File: src/common/rf_cfg_regs.svh
// Register offsets, field positions, reset values and factor codes of the RF channel and IF block
`ifndef RF_CFG_REGS_SVH
`define RF_CFG_REGS_SVH

// ****************************************
// Register offsets
// ****************************************
`define OFS_IF_HI       8'h0A
`define OFS_IF_LO       8'h0B
`define OFS_CCA_IF_HI   8'h0C
`define OFS_FLT_HI      8'h0E
`define OFS_FLT_LO      8'h0F
`define OFS_CCA_FLT_HI  8'h10
`define OFS_CCA_FLT_LO  8'h11
`define OFS_TRIM        8'h1E
`define OFS_CH_EN_LO    8'h2E
`define OFS_CH_EN_HI    8'h2F
`define OFS_AFC_IF_HI   8'h30
`define OFS_AFC_IF_LO   8'h31
`define OFS_AFC_FLT_HI  8'h32
`define OFS_AFC_FLT_LO  8'h33
`define OFS_DATA_CFG    8'h47
`define OFS_BASE_FL     8'h48
`define OFS_BASE_FM     8'h49
`define OFS_BASE_FH     8'h4A
`define OFS_BASE_NA     8'h4B
`define OFS_SPC_LO      8'h4C
`define OFS_SPC_HI      8'h4D
`define OFS_DEV_LO      8'h4E
`define OFS_DEV_HI      8'h4F
`define OFS_CCA_IF_LO   8'h57
`define OFS_CHAN_SEL    8'h6B

// ****************************************
// Field positions
// ****************************************
`define POS_GFSK        4
`define POS_NARROW      7
`define POS_TRIM_POL    7

// ****************************************
// Reset values
// ****************************************
`define RST_IF_WORD     16'h1447
`define RST_FLT_WORD    16'h024A
`define RST_DATA_CFG    8'h11
`define RST_CH_EN       8'hFF

// ****************************************
// Rate codes and IF multiplication factors
// ****************************************
`define RATE_50K        3'h0
`define RATE_100K       3'h1
`define RATE_150K       3'h2
`define RATE_200K       3'h3
`define RATE_400K       3'h4
`define FACT_X1         4'h1
`define FACT_X2         4'h2
`define FACT_X4         4'h4
`define FACT_X6         4'h6
`define FACT_X8         4'h8

`endif

File: src/common/rf_cfg_pkg.sv
// Types shared by the RF channel and IF configuration block
package rf_cfg_pkg;

  // Which receive setting set is in use
  typedef enum logic [1:0] {MODE_NORMAL, MODE_AFC, MODE_CCA} rx_mode_t;

  // Complete state of the configuration block
  typedef struct packed {
    logic [7:0]  ch_en_lo;
    logic [7:0]  ch_en_hi;
    logic [7:0]  afc_if_hi;
    logic [7:0]  afc_if_lo;
    logic [7:0]  afc_flt_hi;
    logic [7:0]  afc_flt_lo;
    logic [7:0]  base_fl;
    logic [7:0]  base_fm;
    logic [7:0]  base_fh;
    logic [7:0]  base_na;
    logic [7:0]  spc_lo;
    logic [7:0]  spc_hi;
    logic [7:0]  dev_lo;
    logic [7:0]  dev_hi;
    logic [7:0]  chan_sel;
    logic [7:0]  if_hi;
    logic [7:0]  if_lo;
    logic [7:0]  cca_if_hi;
    logic [7:0]  cca_if_lo;
    logic [7:0]  flt_hi;
    logic [7:0]  flt_lo;
    logic [7:0]  cca_flt_hi;
    logic [7:0]  cca_flt_lo;
    logic [7:0]  data_cfg;
    logic [7:0]  trim_s1;
    logic [7:0]  trim_s2;
    logic [7:0]  rdata;
    logic [5:0]  synth_n;
    logic [1:0]  synth_a;
    logic [19:0] synth_f;
    logic        chan_ok;
    logic [19:0] if_scaled;
    logic [15:0] filter_word;
    logic [15:0] dev_word;
    logic        gaussian_fsk_enable;
    rx_mode_t    mode;
  } cfg_state_t;

endpackage : rf_cfg_pkg

File: src/verilog/if_factor_scaler.sv
// IF word multiplier with the rate and narrowband factor table
`include "rf_cfg_regs.svh"

module if_factor_scaler #(
  parameter int WORD_W = 16,
  parameter int FACT_W = 4
) (
  // Setting in
  input  wire logic [WORD_W-1:0]        if_word,
  input  wire logic [2:0]               rate,
  input  wire logic                     narrowband,
  input  wire logic                     cca,
  // Scaled word out
  output logic      [WORD_W+FACT_W-1:0] scaled
);

  logic [FACT_W-1:0] factor;

  // Factor lookup; narrowband only exists at 50, 100 and 200 kbps
  always_comb begin
    factor = FACT_W'(`FACT_X1);
    unique case (rate)
      `RATE_50K: begin
        factor = FACT_W'(`FACT_X2);
      end
      `RATE_100K: begin
        if (narrowband) begin
          factor = FACT_W'(`FACT_X2);
        end else begin
          factor = cca ? FACT_W'(`FACT_X6) : FACT_W'(`FACT_X4);
        end
      end
      `RATE_150K: begin
        factor = cca ? FACT_W'(`FACT_X8) : FACT_W'(`FACT_X4);
      end
      `RATE_200K: begin
        if (narrowband) begin
          factor = cca ? FACT_W'(`FACT_X6) : FACT_W'(`FACT_X4);
        end else begin
          factor = cca ? FACT_W'(`FACT_X8) : FACT_W'(`FACT_X6);
        end
      end
      `RATE_400K: begin
        factor = cca ? FACT_W'(`FACT_X8) : FACT_W'(`FACT_X6);
      end
      default: begin
        // Unused rate codes 5 to 7 use the word as programmed
        factor = FACT_W'(`FACT_X1);
      end
    endcase
    scaled = (WORD_W+FACT_W)'(if_word) * (WORD_W+FACT_W)'(factor);
  end

endmodule : if_factor_scaler

File: src/verilog/rf_channel_if_config.sv
// Channel, IF, filter and deviation configuration registers with derived radio settings
// Register map, all byte wide
// 0A/0B  normal IF word, high/low
// 0C/57  CCA IF word, high/low
// 0E/0F  normal filter word, high/low
// 10/11  CCA filter word, high/low
// 1E     trim pins, read only
// 2E/2F  channel enable mask, low/high
// 30/31  AFC IF word, high/low
// 32/33  AFC filter word, high/low
// 47     data configuration
// 48-4A  base fraction, low to high
// 4B     base N and A counts
// 4C/4D  channel spacing, low/high
// 4E/4F  deviation word, low/high
// 6B     channel select
// Other offsets read zero, drop writes
//
// Data configuration fields
// Bit 7     narrowband select
// Bit 4     Gaussian FSK enable
// Bits 2..0 rate code
//
// Synthesizer word
// Total = (N * 4 + A) * 2^20 + F + channel * spacing
// N is bits 27..22, A 21..20, F 19..0
// Fraction high byte bits 7..4 kept but unused
//
// Receive modes
// CCA wins over AFC; neither means normal
// Mode inputs share this clock, so no sync
//
// Timing
// Writes land at the strobe edge
// Derived outputs follow one edge later
// Read data stand one cycle, zero otherwise
// Trim reads lag the pins by two edges
// No wait states, strobes may run back to back
//
// Limitations
// Filter trim arithmetic is left to software
// Channel plan near reference multiples unchecked
// Narrowband at 150k or 400k gets wideband factor
//
// The plain strobed port was chosen for this implementation.
`include "rf_cfg_regs.svh"

module rf_channel_if_config #(
  parameter int ADDR_W = 8,
  parameter int NUM_CH = 16
) (
  // Clock and reset
  input  wire logic              CORE_CLK,
  input  wire logic              RESETN,
  // Register port
  input  wire logic [ADDR_W-1:0] REG_ADDR,
  input  wire logic [7:0]        REG_WDATA,
  input  wire logic              REG_WR,
  input  wire logic              REG_RD,
  output logic      [7:0]        READ_DATA,
  // Per-chip trim pins and operating modes
  input  wire logic [7:0]        TRIM_IN,
  input  wire logic              AFC_ACTIVE,
  input  wire logic              CCA_ACTIVE,
  // Synthesizer setting
  output logic      [5:0]        SYNTH_N,
  output logic      [1:0]        SYNTH_A,
  output logic      [19:0]       SYNTH_FRAC,
  output logic                   CHANNEL_ENABLED,
  // Receive chain setting
  output logic      [19:0]       RX_IF_WORD,
  output logic      [15:0]       RX_FILTER_WORD,
  output logic      [1:0]        RX_MODE,
  // Modulation setting
  output logic                   GFSK_ENABLE,
  output logic      [15:0]       DEVIATION_WORD
);

  // ****************************************
  // State
  // ****************************************
  rf_cfg_pkg::cfg_state_t state_r;
  rf_cfg_pkg::cfg_state_t state_nxt;

  // Reset image of the whole state
  // Trim stages reset to zero; trim reads are good two edges after release
  localparam rf_cfg_pkg::cfg_state_t STATE_RESET = '{
    ch_en_lo:    `RST_CH_EN,
    ch_en_hi:    `RST_CH_EN,
    afc_if_hi:   8'(`RST_IF_WORD >> 8),
    afc_if_lo:   8'(`RST_IF_WORD),
    afc_flt_hi:  8'(`RST_FLT_WORD >> 8),
    afc_flt_lo:  8'(`RST_FLT_WORD),
    if_hi:       8'(`RST_IF_WORD >> 8),
    if_lo:       8'(`RST_IF_WORD),
    cca_if_hi:   8'(`RST_IF_WORD >> 8),
    cca_if_lo:   8'(`RST_IF_WORD),
    flt_hi:      8'(`RST_FLT_WORD >> 8),
    flt_lo:      8'(`RST_FLT_WORD),
    cca_flt_hi:  8'(`RST_FLT_WORD >> 8),
    cca_flt_lo:  8'(`RST_FLT_WORD),
    data_cfg:    `RST_DATA_CFG,
    mode:        rf_cfg_pkg::MODE_NORMAL,
    default:     '0
  };

  // ****************************************
  // Derived values
  // ****************************************
  logic [3:0]  chan_num;
  logic        chan_in_range;
  logic [15:0] enable_mask;
  logic [15:0] spacing_word;
  logic [19:0] chan_step;
  logic [7:0]  int_count;
  logic [27:0] carrier_sum;
  logic [15:0] if_word_sel;
  logic [19:0] if_scaled;
  logic        narrowband_select;
  logic [2:0]  rate_code;

  // Data configuration fields
  assign rate_code         = state_r.data_cfg[2:0];
  assign narrowband_select = state_r.data_cfg[`POS_NARROW];

  assign chan_num      = state_r.chan_sel[3:0];
  assign chan_in_range = (state_r.chan_sel < 8'(NUM_CH));

  assign enable_mask = {state_r.ch_en_hi, state_r.ch_en_lo};

  // spacing word from its two bytes
  assign spacing_word = {state_r.spc_hi, state_r.spc_lo};

  // channel offset is number times spacing
  // Fifteen full spacing words still fit in 20 bits
  assign chan_step = 20'(spacing_word) * 20'(chan_num);

  // whole count is N times four plus A
  assign int_count = {2'h0, state_r.base_na[7:4], 2'h0} + {4'h0, state_r.base_na[3:0]};

  // fraction bits 19 to 16 come from the high byte low nibble
  // A counts above three carry into N, so the sum re-normalises itself
  assign carrier_sum = {int_count, state_r.base_fh[3:0], state_r.base_fm, state_r.base_fl}
                       + {8'h00, chan_step};

  // Source of the IF word for the current receive mode
  // CCA has priority: an AFC request during CCA is ignored
  always_comb begin
    if (CCA_ACTIVE) begin
      if_word_sel = {state_r.cca_if_hi, state_r.cca_if_lo};
    end else if (AFC_ACTIVE) begin
      if_word_sel = {state_r.afc_if_hi, state_r.afc_if_lo};
    end else begin
      if_word_sel = {state_r.if_hi, state_r.if_lo};
    end
  end

  // one multiplier serves all modes since only one is live at a time
  // CCA steers the factor table as well as the word
  if_factor_scaler #(
    .WORD_W (16),
    .FACT_W (4)
  ) u_scaler (
    .if_word    (if_word_sel),
    .rate       (rate_code),
    .narrowband (narrowband_select),
    .cca        (CCA_ACTIVE),
    .scaled     (if_scaled)
  );

  // ****************************************
  // Next state
  // ****************************************
  always_comb begin
    state_nxt = state_r;

    // trim pins settle through two flops before anyone reads them
    state_nxt.trim_s1 = TRIM_IN;
    state_nxt.trim_s2 = state_r.trim_s1;

    // Register writes; the trim register is read only
    if (REG_WR) begin
      unique case (REG_ADDR)
        `OFS_IF_HI:      state_nxt.if_hi      = REG_WDATA;
        `OFS_IF_LO:      state_nxt.if_lo      = REG_WDATA;
        `OFS_CCA_IF_HI:  state_nxt.cca_if_hi  = REG_WDATA;
        `OFS_CCA_IF_LO:  state_nxt.cca_if_lo  = REG_WDATA;
        `OFS_FLT_HI:     state_nxt.flt_hi     = REG_WDATA;
        `OFS_FLT_LO:     state_nxt.flt_lo     = REG_WDATA;
        `OFS_CCA_FLT_HI: state_nxt.cca_flt_hi = REG_WDATA;
        `OFS_CCA_FLT_LO: state_nxt.cca_flt_lo = REG_WDATA;
        `OFS_CH_EN_LO:   state_nxt.ch_en_lo   = REG_WDATA;
        `OFS_CH_EN_HI:   state_nxt.ch_en_hi   = REG_WDATA;
        `OFS_AFC_IF_HI:  state_nxt.afc_if_hi  = REG_WDATA;
        `OFS_AFC_IF_LO:  state_nxt.afc_if_lo  = REG_WDATA;
        `OFS_AFC_FLT_HI: state_nxt.afc_flt_hi = REG_WDATA;
        `OFS_AFC_FLT_LO: state_nxt.afc_flt_lo = REG_WDATA;
        `OFS_DATA_CFG:   state_nxt.data_cfg   = REG_WDATA;
        `OFS_BASE_FL:    state_nxt.base_fl    = REG_WDATA;
        `OFS_BASE_FM:    state_nxt.base_fm    = REG_WDATA;
        `OFS_BASE_FH:    state_nxt.base_fh    = REG_WDATA;
        `OFS_BASE_NA:    state_nxt.base_na    = REG_WDATA;
        `OFS_SPC_LO:     state_nxt.spc_lo     = REG_WDATA;
        `OFS_SPC_HI:     state_nxt.spc_hi     = REG_WDATA;
        `OFS_DEV_LO:     state_nxt.dev_lo     = REG_WDATA;
        `OFS_DEV_HI:     state_nxt.dev_hi     = REG_WDATA;
        `OFS_CHAN_SEL:   state_nxt.chan_sel   = REG_WDATA;
        default: begin
          // Unmapped or read-only offsets drop the write
        end
      endcase
    end

    // Read data stand for one cycle only, zero otherwise
    state_nxt.rdata = 8'h00;
    if (REG_RD) begin
      unique case (REG_ADDR)
        `OFS_IF_HI:      state_nxt.rdata = state_r.if_hi;
        `OFS_IF_LO:      state_nxt.rdata = state_r.if_lo;
        `OFS_CCA_IF_HI:  state_nxt.rdata = state_r.cca_if_hi;
        `OFS_CCA_IF_LO:  state_nxt.rdata = state_r.cca_if_lo;
        `OFS_FLT_HI:     state_nxt.rdata = state_r.flt_hi;
        `OFS_FLT_LO:     state_nxt.rdata = state_r.flt_lo;
        `OFS_CCA_FLT_HI: state_nxt.rdata = state_r.cca_flt_hi;
        `OFS_CCA_FLT_LO: state_nxt.rdata = state_r.cca_flt_lo;
        // magnitude in 6..0, polarity in 7
        `OFS_TRIM:       state_nxt.rdata = state_r.trim_s2;
        `OFS_CH_EN_LO:   state_nxt.rdata = state_r.ch_en_lo;
        `OFS_CH_EN_HI:   state_nxt.rdata = state_r.ch_en_hi;
        `OFS_AFC_IF_HI:  state_nxt.rdata = state_r.afc_if_hi;
        `OFS_AFC_IF_LO:  state_nxt.rdata = state_r.afc_if_lo;
        `OFS_AFC_FLT_HI: state_nxt.rdata = state_r.afc_flt_hi;
        `OFS_AFC_FLT_LO: state_nxt.rdata = state_r.afc_flt_lo;
        `OFS_DATA_CFG:   state_nxt.rdata = state_r.data_cfg;
        `OFS_BASE_FL:    state_nxt.rdata = state_r.base_fl;
        `OFS_BASE_FM:    state_nxt.rdata = state_r.base_fm;
        `OFS_BASE_FH:    state_nxt.rdata = state_r.base_fh;
        `OFS_BASE_NA:    state_nxt.rdata = state_r.base_na;
        `OFS_SPC_LO:     state_nxt.rdata = state_r.spc_lo;
        `OFS_SPC_HI:     state_nxt.rdata = state_r.spc_hi;
        `OFS_DEV_LO:     state_nxt.rdata = state_r.dev_lo;
        `OFS_DEV_HI:     state_nxt.rdata = state_r.dev_hi;
        `OFS_CHAN_SEL:   state_nxt.rdata = state_r.chan_sel;
        default: begin
          // Unmapped offsets read as zero
          state_nxt.rdata = 8'h00;
        end
      endcase
    end

    // Derived words are registered so every output comes from a flop
    // synthesizer word for the selected channel
    state_nxt.synth_n = carrier_sum[27:22];
    state_nxt.synth_a = carrier_sum[21:20];
    state_nxt.synth_f = carrier_sum[19:0];

    // a number above fifteen or a masked channel is not usable
    // Out-of-range numbers still steer the synthesizer by their low nibble
    state_nxt.chan_ok = chan_in_range & enable_mask[chan_num];

    // Scaled IF word for the receive filters
    state_nxt.if_scaled = if_scaled;

    // Filter pair follows the receive mode; software loads the trimmed values
    if (CCA_ACTIVE) begin
      state_nxt.mode        = rf_cfg_pkg::MODE_CCA;
      state_nxt.filter_word = {state_r.cca_flt_hi, state_r.cca_flt_lo};
    end else if (AFC_ACTIVE) begin
      state_nxt.mode        = rf_cfg_pkg::MODE_AFC;
      state_nxt.filter_word = {state_r.afc_flt_hi, state_r.afc_flt_lo};
    end else begin
      state_nxt.mode        = rf_cfg_pkg::MODE_NORMAL;
      state_nxt.filter_word = {state_r.flt_hi, state_r.flt_lo};
    end

    state_nxt.gaussian_fsk_enable = state_r.data_cfg[`POS_GFSK];

    // deviation word from its two bytes
    state_nxt.dev_word = {state_r.dev_hi, state_r.dev_lo};
  end

  // ****************************************
  // State register
  // ****************************************
  // Synchronous reset keeps the whole image in one clocked process
  // Derived outputs are reloaded by the reset image as well
  always_ff @(posedge CORE_CLK) begin
    if (!RESETN) begin
      state_r <= STATE_RESET;
    end else begin
      state_r <= state_nxt;
    end
  end

  // ****************************************
  // Outputs
  // ****************************************
  // All outputs come straight from the state register
  // Register port
  assign READ_DATA       = state_r.rdata;

  // Synthesizer word and channel usability
  assign SYNTH_N         = state_r.synth_n;
  assign SYNTH_A         = state_r.synth_a;
  assign SYNTH_FRAC      = state_r.synth_f;
  assign CHANNEL_ENABLED = state_r.chan_ok;

  // Receive chain
  assign RX_IF_WORD      = state_r.if_scaled;
  assign RX_FILTER_WORD  = state_r.filter_word;
  assign RX_MODE         = state_r.mode;

  // Modulation
  assign GFSK_ENABLE     = state_r.gaussian_fsk_enable;
  assign DEVIATION_WORD  = state_r.dev_word;

endmodule : rf_channel_if_config

File: config.mk
export PLATFORM = sky130hd
export DESIGN_NAME = rf_channel_if_config
export DESIGN_NICKNAME = d
export VERILOG_FILES = /design/src/common/rf_cfg_pkg.sv /design/src/verilog/if_factor_scaler.sv /design/src/verilog/rf_channel_if_config.sv
export VERILOG_INCLUDE_DIRS = /design/src /design/src/common
export SDC_FILE = /design/constraint.sdc
export NUM_CORES = 1
export LEC_CHECK = 0
export ABC_CLOCK_PERIOD_IN_PS = 13250
export BUFFER_PORTS_ARGS = -buffer_cell sky130_fd_sc_hd__buf_4
export CAP_MARGIN = 20
export CORE_UTILIZATION = 50
export CTS_BUF_LIST = sky130_fd_sc_hd__clkbuf_16
export DETAILED_ROUTE_END_ITERATION = 10
export GPL_ROUTABILITY_DRIVEN = 0
export PLACE_DENSITY = 0.74
export RECOVER_POWER = 25
export SYNTH_ARGS = -nofsm -noshare
export SYNTH_HDL_FRONTEND = slang
export SYNTH_SLANG_ARGS = --single-unit
File: constraint.sdc
create_clock -name CORE_CLK -period 13.25 [get_ports CORE_CLK]
set_clock_uncertainty 0.1 [all_clocks]
set_input_delay 0 -clock CORE_CLK [delete_from_list [all_inputs] [get_ports CORE_CLK]]
set_output_delay 0 -clock CORE_CLK [all_outputs]
set_load 0.1 [all_outputs]
* Word-level counts from Yosys, hierarchy flattened
Cells that the tools add are included.
** Storage, ports and cells
- Register bits :: 300
- Output and inout bits :: 92
- Bits of input ports :: 30
- Memory bits (read-only) :: 0
- Latch bits :: 0
- Word-level logic and storage cells :: 116
- Memories kept :: 0
- Memory bits (writable) :: 0
** Cells by class
- Equal/unequal tests :: 29
- $mul :: 2
- Order comparisons :: 2
- Shift operators :: 0
- Reduce and logical (&&, ||, !) cells :: 27
- Muxes and demuxes :: 15
- Bitwise logic cells :: 2
- Add/subtract/negate cells :: 2
- Divide/modulo/power cells :: 0
** Operators by type and width (count)
- 8-bit one-hot mux with 25 select lines :: 1
- 8-bit by 7-bit == test with 1-bit output, second input constant :: 11
- 16-bit 2-to-1 mux :: 4
- 2-bit AND reduction :: 25
- 8-bit by 6-bit == test with 1-bit output, second input constant :: 6
- 8-bit by 4-bit == test with 1-bit output, second input constant :: 5
- 16-bit by 4-bit multiplier with 20-bit output :: 2
- 27-bit by 20-bit adder with 28-bit output :: 1
- 8-bit by 5-bit == test with 1-bit output, second input constant :: 3
- 4-bit one-hot mux with 5 select lines :: 1
- 4-bit 2-to-1 mux :: 4
- 8-bit by 5-bit < comparator with 1-bit output, second input constant :: 1
- 6-bit by 4-bit adder with 7-bit output :: 1
- 3-bit by 2-bit == test with 1-bit output, second input constant :: 2
- 4-bit by 5-bit < comparator with 1-bit output, second input constant :: 1
- 1-bit binary-select mux with 4-bit select :: 1
- 2-bit 2-to-1 mux :: 2
- 3-bit by 1-bit == test with 1-bit output, second input constant :: 1
- 3-bit == test, second input constant :: 1
- 3-bit logical NOT :: 1
- 1-bit 2-to-1 mux :: 2
- 2-bit OR reduction :: 1
- 1-bit bitwise AND :: 1
- 1-bit inverter :: 1

* Longest topological paths before layout
- Depth after elaboration :: 4
- Gate-level depth with buffers :: 19
- Gate-level depth less buffers :: 18

* By module
From an unflattened synthesis, not the netlist that was laid out.
** Second synthesis, totals
- Cell total of the unflattened synthesis :: 2206
- Area, all modules :: 18156.2 um^2
** By module, submodules not included
- rf_channel_if_config :: cells each 1901, area an instance 15791.4 um^2, sequential area each 6005.8 um^2, instances 1
- if_factor_scaler :: cells each 305, area an instance 2364.8 um^2, sequential area each 0.0 um^2, instances 1

* Least setup slack after synthesis
No wires, ideal clock.
- Path type :: reg2reg
- Start :: register state_r, in the netlist rate_code[1]
- End :: register state_r, in the netlist RX_IF_WORD[17]
- Period minus slack after synthesis :: 4332 ps
- Required time :: 13078 ps
- Cell stages (with the launch flop) :: 19
- Path buffers :: 2
- Library setup time :: 72 ps
- Arrival time :: 4160 ps
- Setup slack :: 8918 ps
- Cell sequence :: dfxtp_1 -> clkbuf_1 -> nand2_1 -> o211ai_1 -> o21ai_0 -> o21ai_1 -> clkbuf_1 -> nor2_1 -> fa_1 -> inv_1 -> fa_1 -> inv_1 -> ha_1 -> o211ai_1 -> o211ai_1 -> a41oi_1 -> o21bai_1 -> o31ai_1 -> mux2i_1
** Between the ends
- Word-level cells in the longest chain between the ends :: 3
- Elaborated cells between the ends (all ways) :: 7
- Those cells by class :: 1 x mul; 4 x eq/ne; 1 x mux; 1 x reduce/logical
** RTL lines
- from (decl) :: line rf_channel_if_config.sv:82 : rf_cfg_pkg::cfg_state_t state_r;
- from (signal assigned) :: line rf_channel_if_config.sv:291 : state_r <= state_nxt;
- 3-bit == test (tied with other cells) :: line if_factor_scaler.sv:22 : unique case (rate)
- 4-bit one-hot mux with 5 select lines (*) :: line if_factor_scaler.sv:22
- 16-bit by 4-bit multiplier with 20-bit output (*) :: line if_factor_scaler.sv:51 : scaled = (WORD_W+FACT_W)'(if_word) * (WORD_W+FACT_W)'(factor);
Every way passes the cells marked *; elsewhere a longest branch is shown, timed or not.
A chain may end at the register's enable or synchronous reset.

* Worst setup path in the final report
- Start :: input port RESETN
- End :: register state_r, in the netlist RX_IF_WORD[0]
** RTL lines
- from (decl) :: line rf_channel_if_config.sv:54 : input wire logic RESETN,
No word-level cell between the ends.

==> out/qor.yml <==
ys_types: 78
reg2regPathDepth: 18
endpoint_kind: "flip-flop"
ys_seq_area_frac: 0.331
grt_util_all_layers: 0.290
setup_tns_ps: 0
relSlewSlack: -1.22
syn_area_per_cell_um2: 8.37
status: "finished, violations left"
ys_seq_elements: 300
cts_resized: 0
finalSetupViolCount: 0
rsz0062_at_grt: "false"
layout_commonest_cell: "dfxtp_1"
viasPerCell: 6.04
io_pins: 122
dp_hpwl_um: 37700
cts_max_path_buffers: 3
slew_violations: 98
die_w_um: 192
syn_inst: 2167
cts.sinks: 300
r2r-start: "narrowband_select"
path_class: "in -> reg"
fmax_mhz: 168
switching_share: 0.255
routed_wl_um: 53900
vias: 15800
pre_cts_ws_ps: 8020
grt_max_degree: 98
final_layout_size_suffix_gt1_frac: 0.0659
wl_per_cell_um: 20.6
fin_crit_ps: 5940
power_frac_clock: 0.471
cts_root_buffer: "clkbuf_16"
fp.dieArea_mm2: 0.0371
vdd.ir_drop.worst_mv: 0.0995
switching_power_uw: 519
cts_htree_levels: 1
min_from: "TRIM_IN[6]"
power_leakage_uw: 0.00831
die_y_um: 192
gr-total-overflow: 0
worstSetupStartpointType: "input port"
cp.arrival_ps: 6340
finalCritPeriodShare: 0.449
antenna_left: 0
port_buffers: 121
dr.pass1.iters: 9
hold_path.class: "in -> reg"
violations: "design-rule violations, max-capacitance violations, max-slew violations"
nets: 2293
dr.first_iter.drc_count: 1959
core-area_mm2: 0.0357
drc: 18
max-cap-violations: 1
final_cells: 2616
tightestPinTransition_ps: 3300
hold_viol: 0
synth_fp_nets: 2330
final_cell_mix: "300 x dfxtp_1, 263 x nand2_1, 219 x nor2_1"
comb_power_share: 0.080
synth-main-ff-cell: "dfxtp_1"
yosysWarnings: 0
synth_edf_count: 0
r2r_end: "RX_IF_WORD[17]"
powerDensity_mw_per_mm2: 104
seq_power_share: 0.449
row_count: 69
synth_async_sr_flop_share: 0
clk_latency_ps: 600
numCtsBuffers: 31
worstPathRequired_ps: 13650
grt_pass1_wl_um: 83600
min_path_cells: 3
initial_utilization: 0.509
regToRegSetupSlack_ps: 8210
fin_ws_ps: 7310
antenna_cells: 0
hold_end: "state_nxt[98]"
power.internal_uw: 1510
crit_fanout: 97
antenna_found_initial: 0
area_growth_pct: 7.60
cts_tree: "yes"
path_clk_slew_ps: 60
grt_pass1_vias: 14900
mappedNetlistArea_mm2: 0.0181
dp.cells: 2532
## sequential cells by signal (all words and copies together) (netlist names)
name               flops
state_nxt             25
enable_mask           16
narrowband_select      1
state_r              143
RX_IF_WORD            20
chan_num               4
spacing_word          16
SYNTH_A                2
SYNTH_FRAC            20
DEVIATION_WORD        16
RX_MODE                2
RX_FILTER_WORD        16
SYNTH_N                6
CHANNEL_ENABLED        1
READ_DATA              8
rate_code              3
GFSK_ENABLE            1
## worst max-delay path by stage
stage | slack [ps] | start | depth (start not counted) | to
global placement | 8200 | CCA_ACTIVE | 18 | RX_IF_WORD[17]
finish | 7310 | RESETN | 5 | RX_IF_WORD[0]
global route | 6640 | RESETN | 7 | SYNTH_N[0]
detailed placement | 8020 | CCA_ACTIVE | 18 | RX_IF_WORD[17]
CTS | 8040 | CCA_ACTIVE | 19 | RX_IF_WORD[17]
floorplan | 8920 | rate_code[1] | 18 | RX_IF_WORD[17]
## critical path, cell delays in order
cell           delay [ps]
dlygate4sd3_1         550
clkbuf_1              960
clkinvlp_2           3070
buf_4                1350
nor3_1                310
## final cells by class
| class | count | area, µm² |
|---|---|---|
| clock buffers | 31 | 776 |
| clock inverters | 27 | 338 |
| fillers | 3321 | 16100 |
| inverters | 114 | 429 |
| multi-input cells | 1527 | 10500 |
| flip-flops and latches | 300 | 6010 |
| well taps | 461 | 577 |
| repair buffers | 156 | 911 |
## power by group through the flow
stage / sequential [µW] / clock, µW / combinational, µW
2_1_floorplan: 934 / 0 / 117
3_3_place_gp: 933 / 0 / 154
3_5_place_dp: 933 / 0 / 156
4_1_cts: 913 / 970 / 162
5_1_grt: 913 / 1010 / 171
6_report: 913 / 957 / 162
## Yosys cell counts (17+ instances only)
cell type | count | share of area
dfxtp_1 | 300 | 0.33
nand2_1 | 263 | 0.054
nor2_1 | 219 | 0.045
a21oi_1 | 156 | 0.043
mux2i_1 | 144 | 0.079
inv_1 | 114 | 0.024
nand3_1 | 110 | 0.030
clkbuf_1 | 107 | 0.022
and2_1 | 101 | 0.035
buf_4 | 92 | 0.038
fa_1 | 74 | 0.082
ha_1 | 59 | 0.041
o21ai_0 | 52 | 0.014
nand2b_1 | 26 | 0.0090
a22oi_1 | 23 | 0.0095
nor3_1 | 23 | 0.0063
buf_2 | 17 | 0.0047
## repair_timing
| action | CTS | global route |
|---|---|---|
| hold buffers | 25 | 0 |
| buffers inserted | 0 | 0 |
| endpoints found under the hold margin | 234 | 0 |
## routing by layer
layer  track usage  up-vias  wire length [µm]
met5             0        -                 0
met4         0.149        0              2960
met3        0.0535      212              5600
met2         0.449      953             23600
met1         0.386     7464             21800
li1              -     7181                 -
## kinds of logic (layout without fill, tap and decap cells)
family | Yosys count | after routing | synth area share
other | 1 | 1 | 0.000207
multiplexers | 161 | 161 | 0.0931
AO/OA/AOI/OAI | 373 | 373 | 0.130
AND/OR/NAND/NOR | 840 | 840 | 0.223
adder cells (fa/ha/maj) | 133 | 133 | 0.122
buffers and inverters | 340 | 328 | 0.0914
flip-flops | 300 | 300 | 0.331
XOR/XNOR | 19 | 19 | 0.00917
## through the flow
| stage | utilization | hold slack (ps) | area, µm² | total power, µW |
|---|---|---|---|---|
| 6_report | 0.548 | 61.5 | 19500 | 2030 |
| 5_1_grt | 0.548 | 56.5 | 19500 | 2090 |
| 4_1_cts | 0.556 | 25.5 | 19800 | 2050 |
| 3_5_place_dp | 0.518 | 112 | 18500 | 1090 |
| 3_3_place_gp | 0.518 | 113 | 18500 | 1090 |
| 2_1_floorplan | - | 27.3 | 18100 | 1050 |
(Power assumes the default switching activity.)
